`config.mk`:
```
export PLATFORM = sky130hd
export DESIGN_NAME = tsc_top
export DESIGN_NICKNAME = d
export VERILOG_FILES = /design/src/tsc_pkg.sv /design/src/tsc_top.sv
export SDC_FILE = /design/constraint.sdc
export NUM_CORES = 1
export LEC_CHECK = 0
export ABC_AREA = 0
export ABC_CLOCK_PERIOD_IN_PS = 2000
export BUFFER_PORTS_ARGS = -buffer_cell sky130_fd_sc_hd__buf_2
export CELL_PAD_IN_SITES_DETAIL_PLACEMENT = 1
export CELL_PAD_IN_SITES_GLOBAL_PLACEMENT = 2
export CORE_MARGIN = 2
export CORE_UTILIZATION = 27
export DETAILED_ROUTE_END_ITERATION = 7
export PLACE_DENSITY_LB_ADDON = 0.1
export SYNTH_ARGS = -nofsm -noshare
export SYNTH_HDL_FRONTEND = slang
export SYNTH_SLANG_ARGS = --single-unit
```
`constraint.sdc`:
```
create_clock -name aclk -period 2 [get_ports aclk]
set_clock_uncertainty 0.15 [all_clocks]
set_input_delay 0.5 -clock aclk [delete_from_list [all_inputs] [get_ports aclk]]
set_output_delay 0.5 -clock aclk [all_outputs]
set_load 0.02 [all_outputs]
```
`src/tsc_pkg.sv`:
```
// Purpose: Shared constants for the thermal sense conversion controller.
// Assumes: AXI4-Lite register access with 32-bit data, one word per register.
// Notes:   Offsets are byte addresses inside the block; field positions are bit numbers.
`default_nettype none
package tsc_pkg;
  localparam int          TSC_AW              = 5;
  localparam logic [4:0]  TSC_OFF_CLK         = 5'h00;
  localparam logic [4:0]  TSC_OFF_CTL         = 5'h04;
  localparam logic [4:0]  TSC_OFF_TIME        = 5'h08;
  localparam logic [4:0]  TSC_OFF_STAT        = 5'h0C;
  localparam logic [4:0]  TSC_OFF_RSLT        = 5'h10;
  localparam logic [4:0]  TSC_OFF_IFLG        = 5'h14;
  localparam logic [4:0]  TSC_OFF_ICLR        = 5'h18;
  localparam logic [4:0]  TSC_OFF_IEN         = 5'h1C;
  // Clock register fields.
  localparam int          TSC_CLK_SRC_LSB     = 0;
  localparam int          TSC_CLK_DIV_LSB     = 2;
  localparam int          TSC_CLK_GATE_BIT    = 4;
  // Control register fields.
  localparam int          TSC_CTL_TRIG_BIT    = 0;
  localparam int          TSC_CTL_SENSOR_BIT  = 1;
  // Status register fields.
  localparam int          TSC_STAT_BUSY_BIT   = 0;
  localparam int          TSC_STAT_VALID_BIT  = 1;
  // Interrupt status bits.
  localparam int          TSC_IRQ_DONE_BIT    = 0;
  localparam int          TSC_IRQ_W           = 1;
  // Clock source codes.
  localparam logic [1:0]  TSC_SRC_FAST_B      = 2'h0;
  localparam logic [1:0]  TSC_SRC_SLOW        = 2'h1;
  localparam logic [1:0]  TSC_SRC_FAST_A      = 2'h2;
  localparam logic [1:0]  TSC_SRC_RESERVED    = 2'h3;
  localparam logic [1:0]  TSC_DIV_RST         = 2'h0;
  localparam logic [7:0]  TSC_PERIOD_RST      = 8'h00;
  localparam logic [7:0]  TSC_CODE_ZERO       = 8'h00;
  localparam logic [7:0]  TSC_CODE_LAST       = 8'hFF;
  localparam logic [2:0]  TSC_DIV_ONES        = 3'h7;
  localparam logic [1:0]  TSC_RESP_OKAY       = 2'h0;
  localparam logic [1:0]  TSC_RESP_SLVERR     = 2'h2;
  localparam logic [31:0] TSC_ZERO32          = 32'h0000_0000;
  typedef enum logic [1:0] {
    TSC_IDLE = 2'b00,
    TSC_ARM  = 2'b01,
    TSC_STEP = 2'b10
  } tsc_state_e;
endpackage : tsc_pkg
`default_nettype wire

```
`src/tsc_top.sv`:
```
// Purpose: Thermal sense conversion controller with AXI4-Lite registers.
// Assumes: Oscillator inputs are synchronous enables in the aclk domain,
//          each high for one aclk cycle per oscillator edge.
// Notes:   The operating clock is a tick enable, never a derived clock.
//
// Behaviour
// - The two-bit source field picks fast B, slow, fast A, or reserved, default fast B.
// - With the slow oscillator selected its ticks pass undivided and the divider is ignored.
// - With a fast oscillator selected the divider field divides by 1, 2, 4 or 8.
// - The gate enable, reset to 0, stops the operating clock while 0.
// - Each conversion starts at code zero and steps up once per period, at most 256 steps.
// - On a comparator match the current code is latched as result and conversion halts.
// - Latching the result raises a completion interrupt event.
// - Each step lasts period setting plus one operating clock cycles.
// - Busy reads 1 during conversion, set within one operating clock of the trigger.
// - Writing 0 to the trigger during conversion aborts it and marks the result invalid.
// - No conversion starts by itself; each needs a new write of 1 to the trigger.
`default_nettype none
module tsc_top
  import tsc_pkg::*;
#(
  parameter int CODE_W = 8
) (
  // Clock, reset and freeze.
  input  wire logic              aclk,
  input  wire logic              aresetn,
  input  wire logic              clk_en,
  // Oscillator ticks.
  input  wire logic              fast_osc_a,
  input  wire logic              fast_osc_b,
  input  wire logic              slow_osc_32k,
  // Analog sensor and comparator.
  input  wire logic              cmp_match,
  output logic                   sensor_power_on,
  output logic [CODE_W-1:0]      cmp_code,
  // AXI4-Lite write address.
  input  wire logic [TSC_AW-1:0] s_axi_awaddr,
  input  wire logic              s_axi_awvalid,
  output logic                   s_axi_awready,
  // AXI4-Lite write data.
  input  wire logic [31:0]       s_axi_wdata,
  input  wire logic [3:0]        s_axi_wstrb,
  input  wire logic              s_axi_wvalid,
  output logic                   s_axi_wready,
  // AXI4-Lite write response.
  output logic [1:0]             s_axi_bresp,
  output logic                   s_axi_bvalid,
  input  wire logic              s_axi_bready,
  // AXI4-Lite read address.
  input  wire logic [TSC_AW-1:0] s_axi_araddr,
  input  wire logic              s_axi_arvalid,
  output logic                   s_axi_arready,
  // AXI4-Lite read data.
  output logic [31:0]            s_axi_rdata,
  output logic [1:0]             s_axi_rresp,
  output logic                   s_axi_rvalid,
  input  wire logic              s_axi_rready,
  // Interrupt.
  output logic                   irq
);

  logic [1:0]          thermal_clk_source_sel;
  logic [1:0]          thermal_clk_divider_sel;
  logic                thermal_clk_gate_en;
  logic [7:0]          step_compare_period;
  logic                conversion_trigger;
  logic                conversion_busy_flag;
  logic                result_valid;
  logic [CODE_W-1:0]   result_code;
  logic [TSC_IRQ_W-1:0] irq_status;
  logic [TSC_IRQ_W-1:0] irq_enable;
  tsc_state_e          state;
  logic [7:0]          step_cnt;
  logic [2:0]          div_cnt;
  logic                thermal_op_clock;
  logic                src_tick;
  logic [2:0]          div_mask;
  logic                done_evt;
  logic [TSC_AW-1:0]   aw_addr;
  logic [31:0]         w_data;
  logic [3:0]          w_strb;
  logic                aw_held;
  logic                w_held;
  logic                wr_go;
  logic                trig_set;
  logic                trig_clr;
  logic                wr_clk;
  logic                wr_ctl;
  logic                wr_time;
  logic                wr_iclr;
  logic                wr_ien;
  logic [TSC_IRQ_W-1:0] irq_evt;
  logic [31:0]         next_rdata;
  logic [1:0]          next_rresp;

  function automatic logic hit(input logic [TSC_AW-1:0] a, input logic [TSC_AW-1:0] off);
    hit = (a == off);
  endfunction

  // Source mux; the reserved code yields no ticks at all.
  always_comb begin
    case (thermal_clk_source_sel)
      TSC_SRC_FAST_B: src_tick = fast_osc_b;
      TSC_SRC_SLOW:   src_tick = slow_osc_32k;
      TSC_SRC_FAST_A: src_tick = fast_osc_a;
      default:        src_tick = 1'b0;
    endcase
    div_mask = TSC_DIV_ONES >> (3'd3 - {1'b0, thermal_clk_divider_sel});
  end

  // Divider counts source ticks; the slow source bypasses it.
  // Counting enables in the aclk domain avoids a derived clock, at the cost
  // that a source faster than aclk cannot be represented.
  always_ff @(posedge aclk) begin
    if (!aresetn) begin
      div_cnt          <= 3'h0;
      thermal_op_clock <= 1'b0;
    end else if (clk_en) begin
      thermal_op_clock <= 1'b0;
      if (!thermal_clk_gate_en) begin
        div_cnt <= 3'h0;
      end else if (src_tick) begin
        if (thermal_clk_source_sel == TSC_SRC_SLOW) begin
          thermal_op_clock <= 1'b1;
        end else if ((div_cnt & div_mask) == div_mask) begin
          div_cnt          <= 3'h0;
          thermal_op_clock <= 1'b1;
        end else begin
          div_cnt <= div_cnt + 3'h1;
        end
      end
    end
  end

  // AXI4-Lite write side: address and data are held until both are present.
  // Lane zero must be strobed, since the upper lanes hold no fields.
  assign wr_go    = aw_held && w_held && !s_axi_bvalid;
  assign wr_clk   = wr_go && w_strb[0] && hit(aw_addr, TSC_OFF_CLK);
  assign wr_ctl   = wr_go && w_strb[0] && hit(aw_addr, TSC_OFF_CTL);
  assign wr_time  = wr_go && w_strb[0] && hit(aw_addr, TSC_OFF_TIME);
  assign wr_iclr  = wr_go && w_strb[0] && hit(aw_addr, TSC_OFF_ICLR);
  assign wr_ien   = wr_go && w_strb[0] && hit(aw_addr, TSC_OFF_IEN);
  // Any control write with the trigger bit low aborts, even when idle.
  assign trig_set = wr_ctl && w_data[TSC_CTL_TRIG_BIT];
  assign trig_clr = wr_ctl && !w_data[TSC_CTL_TRIG_BIT];

  always_ff @(posedge aclk) begin
    if (!aresetn) begin
      aw_held       <= 1'b0;
      w_held        <= 1'b0;
      aw_addr       <= '0;
      w_data        <= TSC_ZERO32;
      w_strb        <= 4'h0;
      s_axi_awready <= 1'b0;
      s_axi_wready  <= 1'b0;
      s_axi_bvalid  <= 1'b0;
      s_axi_bresp   <= TSC_RESP_OKAY;
    end else if (clk_en) begin
      // Ready pulses for one cycle, so a held address is never overwritten.
      s_axi_awready <= !aw_held && !s_axi_awready && s_axi_awvalid;
      s_axi_wready  <= !w_held && !s_axi_wready && s_axi_wvalid;
      if (s_axi_awvalid && s_axi_awready) begin
        aw_held <= 1'b1;
        aw_addr <= s_axi_awaddr;
      end
      if (s_axi_wvalid && s_axi_wready) begin
        w_held <= 1'b1;
        w_data <= s_axi_wdata;
        w_strb <= s_axi_wstrb;
      end
      if (wr_go) begin
        aw_held      <= 1'b0;
        w_held       <= 1'b0;
        s_axi_bvalid <= 1'b1;
        // Unaligned or out-of-map writes answer with an error and change nothing.
        s_axi_bresp  <= (aw_addr[1:0] == 2'b00 && aw_addr <= TSC_OFF_IEN) ?
                        TSC_RESP_OKAY : TSC_RESP_SLVERR;
      end else if (s_axi_bready) begin
        s_axi_bvalid <= 1'b0;
      end
    end
  end

  // Software-owned configuration.
  always_ff @(posedge aclk) begin
    if (!aresetn) begin
      thermal_clk_source_sel  <= TSC_SRC_FAST_B;
      thermal_clk_divider_sel <= TSC_DIV_RST;
      thermal_clk_gate_en     <= 1'b0;
      step_compare_period     <= TSC_PERIOD_RST;
      sensor_power_on         <= 1'b0;
      irq_enable              <= '0;
    end else if (clk_en) begin
      if (wr_clk) begin
        thermal_clk_source_sel  <= w_data[TSC_CLK_SRC_LSB +: 2];
        thermal_clk_divider_sel <= w_data[TSC_CLK_DIV_LSB +: 2];
        thermal_clk_gate_en     <= w_data[TSC_CLK_GATE_BIT];
      end
      if (wr_ctl) begin
        sensor_power_on <= w_data[TSC_CTL_SENSOR_BIT];
      end
      if (wr_time) begin
        step_compare_period <= w_data[7:0];
      end
      if (wr_ien) begin
        irq_enable <= w_data[TSC_IRQ_W-1:0];
      end
    end
  end

  // Conversion sequencer: pending trigger, arm on a tick, then step.
  always_ff @(posedge aclk) begin
    if (!aresetn) begin
      state                <= TSC_IDLE;
      conversion_trigger   <= 1'b0;
      conversion_busy_flag <= 1'b0;
      result_valid         <= 1'b0;
      result_code          <= '0;
      cmp_code             <= '0;
      step_cnt             <= TSC_PERIOD_RST;
      done_evt             <= 1'b0;
    end else if (clk_en) begin
      done_evt <= 1'b0;
      if (trig_clr) begin
        // An abort keeps cmp_code but drops the valid flag, so software never trusts it.
        state                <= TSC_IDLE;
        conversion_trigger   <= 1'b0;
        conversion_busy_flag <= 1'b0;
        result_valid         <= 1'b0;
      end else if (trig_set && state == TSC_IDLE) begin
        state              <= TSC_ARM;
        conversion_trigger <= 1'b1;
        result_valid       <= 1'b0;
      end else if (thermal_op_clock) begin
        case (state)
          // The first tick only arms, so busy rises within one operating clock.
          TSC_ARM: begin
            state                <= TSC_STEP;
            conversion_busy_flag <= 1'b1;
            cmp_code             <= TSC_CODE_ZERO;
            step_cnt             <= step_compare_period;
          end
          TSC_STEP: begin
            if (step_cnt != TSC_PERIOD_RST) begin
              step_cnt <= step_cnt - 8'h01;
            end else if (cmp_match || cmp_code == TSC_CODE_LAST) begin
              // The code keeps its value afterwards, so the final level stays visible.
              result_code          <= cmp_code;
              result_valid         <= 1'b1;
              done_evt             <= 1'b1;
              conversion_busy_flag <= 1'b0;
              conversion_trigger   <= 1'b0;
              state                <= TSC_IDLE;
            end else begin
              cmp_code <= cmp_code + 8'h01;
              step_cnt <= step_compare_period;
            end
          end
          default: state <= TSC_IDLE;
        endcase
      end
    end
  end

  // Sticky interrupt status; a new event wins over a clear in the same cycle.
  always_comb begin
    irq_evt                   = '0;
    irq_evt[TSC_IRQ_DONE_BIT] = done_evt;
  end

  for (genvar gi = 0; gi < TSC_IRQ_W; gi++) begin : g_irq_bit
    always_ff @(posedge aclk) begin
      if (!aresetn) begin
        irq_status[gi] <= 1'b0;
      end else if (clk_en) begin
        irq_status[gi] <= irq_evt[gi] ||
                          (irq_status[gi] && !(wr_iclr && w_data[gi]));
      end
    end
  end

  always_ff @(posedge aclk) begin
    if (!aresetn) begin
      irq <= 1'b0;
    end else if (clk_en) begin
      irq <= |(irq_status & irq_enable);
    end
  end

  // AXI4-Lite read side.
  always_comb begin
    next_rdata = TSC_ZERO32;
    next_rresp = TSC_RESP_OKAY;
    case (s_axi_araddr)
      TSC_OFF_CLK: begin
        next_rdata[TSC_CLK_SRC_LSB +: 2] = thermal_clk_source_sel;
        next_rdata[TSC_CLK_DIV_LSB +: 2] = thermal_clk_divider_sel;
        next_rdata[TSC_CLK_GATE_BIT]     = thermal_clk_gate_en;
      end
      TSC_OFF_CTL: begin
        next_rdata[TSC_CTL_TRIG_BIT]   = conversion_trigger;
        next_rdata[TSC_CTL_SENSOR_BIT] = sensor_power_on;
      end
      TSC_OFF_TIME: next_rdata[7:0] = step_compare_period;
      TSC_OFF_STAT: begin
        next_rdata[TSC_STAT_BUSY_BIT]  = conversion_busy_flag;
        next_rdata[TSC_STAT_VALID_BIT] = result_valid;
      end
      TSC_OFF_RSLT: next_rdata[CODE_W-1:0]    = result_code;
      TSC_OFF_IFLG: next_rdata[TSC_IRQ_W-1:0] = irq_status;
      TSC_OFF_ICLR: next_rdata = TSC_ZERO32;
      TSC_OFF_IEN:  next_rdata[TSC_IRQ_W-1:0] = irq_enable;
      default:      next_rresp = TSC_RESP_SLVERR;
    endcase
  end

  always_ff @(posedge aclk) begin
    if (!aresetn) begin
      s_axi_arready <= 1'b0;
      s_axi_rvalid  <= 1'b0;
      s_axi_rdata   <= TSC_ZERO32;
      s_axi_rresp   <= TSC_RESP_OKAY;
    end else if (clk_en) begin
      // Read data is captured at the address handshake and stands until rready.
      s_axi_arready <= !s_axi_rvalid && !s_axi_arready && s_axi_arvalid;
      if (s_axi_arvalid && s_axi_arready) begin
        s_axi_rvalid <= 1'b1;
        s_axi_rdata  <= next_rdata;
        s_axi_rresp  <= next_rresp;
      end else if (s_axi_rready) begin
        s_axi_rvalid <= 1'b0;
      end
    end
  end

endmodule // tsc_top
`default_nettype wire

```
# Word-level counts from Yosys, hierarchy flattened
# Index checks and enable logic that the tools add are counted.
dict set report totals {
  reg_bits 84
  output_inout_bits 51
  input_bits 58
  wordCells 197
}
dict set report classes {
  bitwise 5
  n_addsub 4
  n_eq_ne 28
  n_lt_le_gt_ge 1
  shifts 1
  muxes 57
  n_reduce_logical 70
}
# cell n
set op_table {}
lappend op_table {{$mux W1} 33}
lappend op_table {{$mux W8} 4}
lappend op_table {{$pmux W8 S2} 2}
lappend op_table {{$eq A5 B5 Y1 const B} 6}
lappend op_table {{$reduce_and A2 Y1} 12}
lappend op_table {{$logic_and A1 B1 Y1} 23}
lappend op_table {{$eq A5 B4 Y1 const B} 3}
lappend op_table {{$mux W2} 7}
lappend op_table {{$reduce_and A7 Y1} 2}
lappend op_table {{$mux W3} 4}
lappend op_table {{$ne A3 B3 Y1 const B} 4}
lappend op_table {{$reduce_and A6 Y1} 2}
lappend op_table {{$reduce_bool A2 Y1} 6}
lappend op_table {{$reduce_bool A3 Y1} 4}
lappend op_table {{$eq A5 B3 Y1 const B} 2}
lappend op_table {{$logic_not A5 Y1} 2}
lappend op_table {{$logic_not A1 Y1} 9}
lappend op_table {{$pmux W3 S3} 1}
lappend op_table {{$add A8 B1 Y8 const B} 1}
lappend op_table {{$eq A8 B8 Y1 const B} 1}
lappend op_table {{$ne A2 B2 Y1 const B} 4}
lappend op_table {{$ne A4 B4 Y1 const B} 2}
lappend op_table {{$reduce_bool A8 Y1} 1}
lappend op_table {{$reduce_or A8 Y1} 1}
lappend op_table {{23 further kinds} 30}

# Logic depth before layout (Yosys ltp)
dict set report depth {
  word_depth 8
  mapped_depth 9
  depth_no_buf 7
}

# Least setup slack after synthesis
# No wires, ideal clock.
dict set report synth_path {
  path_kind {flip-flop to flip-flop}
  start {register step_cnt[0]}
  end {register result_code[2]}
  n_path_buf 2
  required_ns 1.722
  stages_incl_launch_ff 10
  setup_slack_ns -0.110
  period_less_slack_ns 2.110
  t_arrival_ns 1.832
  setup_time_ns 0.128
  cell_sequence {dfxtp_1 -> inv_1 -> ha_1 -> or4b_1 -> buf_2 -> nor3_4 -> and3_1 -> buf_6 -> mux2i_1 -> nor2_1}
}
dict set report synth_via {
  elab_chain_len 3
}
# element line_no
set synth_rtl {}
lappend synth_rtl {{start, declared} tsc_top.sv:73} ;# logic [7:0] step_cnt;
lappend synth_rtl {{start signal, assigned} tsc_top.sv:241} ;# step_cnt <= step_compare_period;
lappend synth_rtl {{start signal, assigned} tsc_top.sv:245} ;# step_cnt <= step_cnt - 8'h01;
lappend synth_rtl {{start signal, assigned} tsc_top.sv:256} ;# step_cnt <= step_compare_period;
lappend synth_rtl {{$reduce_bool A8 Y1} tsc_top.sv:244} ;# if (step_cnt != TSC_PERIOD_RST) begin
lappend synth_rtl {{$not A1 Y1 (no source line)} -}
lappend synth_rtl {{$reduce_and A7 Y1 (no source line)} -}
lappend synth_rtl {{end signal, assigned} tsc_top.sv:248} ;# result_code <= cmp_code;
lappend synth_rtl {{end, declared} tsc_top.sv:69} ;# logic [CODE_W-1:0] result_code;
# Every way passes these cells.
# A chain may end at the register's enable or synchronous reset.

# Final worst setup path
dict set report layout_path {
  start {register step_cnt[1]}
  end {register result_code[2]}
}
# Same word-level chain as after synthesis.

==> impl_metrics.py <==
metrics = {
    "flow_run": {
        "drv_cap": 0,
    },
    "yosys": {
        "ys_top_cells_by_area": "dfxtp_1, nand2_1, mux2i_1, buf_4, a21oi_1",
        "yosys.area_share.xor_xnor_pct": 0,
        "synth_seq_cells": 82,
        "synth-compound-area-share_pct": 18.7,
        "syn_inst": 504,
        "synth_area_leader_cell": "dfxtp_1",
        "ys.warnings.count": 0,
        "ys_seq_area_share_pct": 39.5,
        "avgSynthCellArea_um2": 8.25,
        "synth_top_family_by_area": "simple AND/OR/NAND/NOR gates",
        "yosys.area_share.adder_pct": 2.11,
        "synth_edf_count": 0,
        "syn_area_um2": 4160,
        "synth_top_area_share_pct": 39.5,
        "synthFlopType": "dfxtp_1",
        "synth-async-reset-ratio_pct": 0,
        "yosysUniqueCellTypes": 59,
        "yosys-mux-area-fraction_pct": 5.80,
        "yosys.area_share.simple_pct": 24.7,
    },
    "timing": {
        "fmax_mhz": 480,
        "finalHoldViolCount": 0,
        "final.min_clock_period_ns": 2.08,
        "min_period_over_period_pct": 104,
        "rsz0062_at_grt": "true",
        "finalSetupTns_ns": -1.09,
        "setup_ws_ns": -0.0829,
        "setup_viol": 22,
        "drv_slew": 0,
    },
    "route": {
        "ant_nets": 0,
        "wl_per_cell_um": 16.0,
        "avgViaCountPerCell": 4.92,
        "vias": 4011,
        "firstDrtPassIters": 4,
        "totalWireLength_um": 13100,
        "drt_iter0_drc": 179,
        "drcViolationCount": 0,
    },
    "global_route": {
        "antenna_found_initial": 0,
        "grt_remaining_overflow": 0,
        "grt_max_degree": 45,
        "grt_first_pass_wirelength_um": 20500,
        "grtUsageTotal_pct": 16.2,
        "grt_pass1_vias": 3954,
    },
    "clock_tree": {
        "root_buffer": "clkbuf_16",
        "path_clk_slew_ns": 0.07,
        "hold_buffers": 0,
        "cts_sinks": 82,
        "clock_path_buffers": 2,
        "cts-htree-levels": 3,
        "cts_tree": "yes",
        "cts_buffers": 9,
        "insertion_delay_ns": 0.34,
    },
    "power": {
        "p_per_area_nw_per_um2": 631,
        "peakVddDrop_mv": 0.394,
        "p_leak_nw": 2.27,
    },
    "layout": {
        "final_common_cell": "dfxtp_1",
        "final_cell_mix": "dfxtp_1, buf_4, nand2_1",
        "multi_input_area_um2": 2480,
        "finish.utilization_pct": 37.7,
        "area_delta_synth_final_pct": 37.4,
        "final_area_um2": 5720,
        "fillers": 1788,
        "drive_gt1_share_pct": 34.1,
        "seq_area_um2": 1650,
        "diodes": 0,
        "nNetsFinal": 689,
    },
    "placement": {
        "preCtsSetupSlack_ns": -0.0995,
        "place_hpwl_um": 9830,
        "dpl_cell_area_um2": 5080,
        "gp_congestion": 0.770,
        "io_buffers": 55,
    },
    "floorplanning": {
        "initial_utilization_pct": 27.5,
        "num_io_pins": 109,
        "die_y_um": 128,
        "fp.dieW_um": 128,
        "core_um2": 15100,
        "die_area_um2": 16400,
        "rows": 45,
    },
    "setup_path": {
        "cp.required_ns": 2.08,
        "cp-start-kind": "flop",
        "worstPathArrival_ns": 2.16,
        "end_kind": "flop",
        "worst-path-max-fanout": 9,
        "path_class": "reg2reg",
    },
    "status": {
        "status": "complete, but fails checks",
        "violations": "negative setup slack",
    },
    "worst_hold_path": {
        "hp-class": "in2reg",
    },
}
-- registers in the layout, indices dropped and copies added (netlist names), 2 cells and up --
| register | cells |
|---|---|
| cmp_code | 8 |
| step_compare_period | 8 |
| aw_addr | 5 |
| thermal_clk_source_sel | 2 |
| step_cnt | 8 |
| result_code | 8 |
| s_axi_rdata | 8 |
| div_cnt | 3 |
| state | 2 |
| thermal_clk_divider_sel | 2 |
| w_data | 8 |
-- power by group --
group          internal (mW)  leakage, nW  total [mW]  switching, mW
Clock                   1.00        0.142        1.73          0.725
Combinational         0.0724         1.47       0.225          0.153
Sequential              1.64        0.665        1.65        0.00907
-- repair_timing --
| action | CTS | global route |
|---|---|---|
| setup endpoints to repair | 36 | 41 |
| gates resized for setup | 39 | 30 |
| pin swaps | 11 | 8 |
| setup buffers | 5 | 0 |
| gates cloned | 1 | 1 |
-- synthesized netlist by cell type (2+ instances only) --
cell type	n
a41oi_2	2
nor3_1	8
ha_1	7
a2111oi_0	2
o21ai_0	29
o31ai_1	2
nand4_1	3
o221a_2	4
a2bb2oi_1	2
a21oi_1	38
or2_2	3
a211oi_1	5
mux2i_1	23
or3_1	6
o2bb2ai_1	4
and3_1	6
nand2b_1	3
o21ai_2	3
nand2_1	67
a22oi_1	7
nand3b_1	6
buf_2	2
inv_1	15
nor3b_1	2
nor2_1	45
clkbuf_1	20
and3b_1	2
nor4_1	4
or3b_1	2
nor4b_1	3
buf_4	27
dfxtp_1	82
o21a_1	4
nor2b_1	5
a21o_1	2
nand3_1	28
a31oi_1	3
buf_6	3
o32ai_1	2
a22o_1	4
-- per-stage QoR --
stage,instances,total power [mW],hold slack (ns)
floorplan,529,1.86,0.287
global placement,795,1.90,0.297
detailed placement,795,1.91,0.304
CTS,816,3.66,0.220
global route,816,3.74,0.233
finish,816,3.61,0.231
-- cell families after synthesis --
logic type / count (synthesis)
compound gates: 118
other cells: 1
fa+ha+maj: 7
flops: 82
buf+inv: 68
simple gates: 204
mux: 24
-- final cells by class --
class                   count  area share (%)
clock inverters             5            1.09
well taps                 188            4.11
clock buffers              10            4.18
multi-input cells         379            43.3
inverters                  15           0.985
repair buffers            137            17.4
flip-flops and latches     82            28.9
-- layer usage --
metal	GRT usage, %	share of wire [%]	vias up
met3	2.75	2.8	13
met4	5.43	1.4	0
met2	26.1	46	65
li1	-	-	1984
met1	21.9	50	1949
met5	0	0	-
-- worst max-delay path, cell delays in order, from the launching register on --
cell and delay, ns:
dfxtp_2 0.32, inv_2 0.06, ha_4 0.14, or4b_4 0.51, nor3_4 0.19, and3_4 0.23
buf_12 0.13, mux2i_1 0.19, nor2_1 0.06
-- path summary, 6_finish.rpt --
kind                                          startpoint                           to  slack [ns]  cells after the start
worst max-delay path            step_cnt[1]$_SDFFE_PN0P_  result_code[2]$_SDFFE_PN0P_       -0.08                      8
worst min-delay path                      s_axi_wstrb[0]       w_strb[0]$_SDFFE_PN0P_        0.23                      3
worst max register to register  step_cnt[1]$_SDFFE_PN0P_  result_code[2]$_SDFFE_PN0P_       -0.08                      8
worst min register to register          irq$_SDFFE_PN0P_             irq$_SDFFE_PN0P_        0.32                      2
No activity file was read; power rests on OpenSTA's default activity.
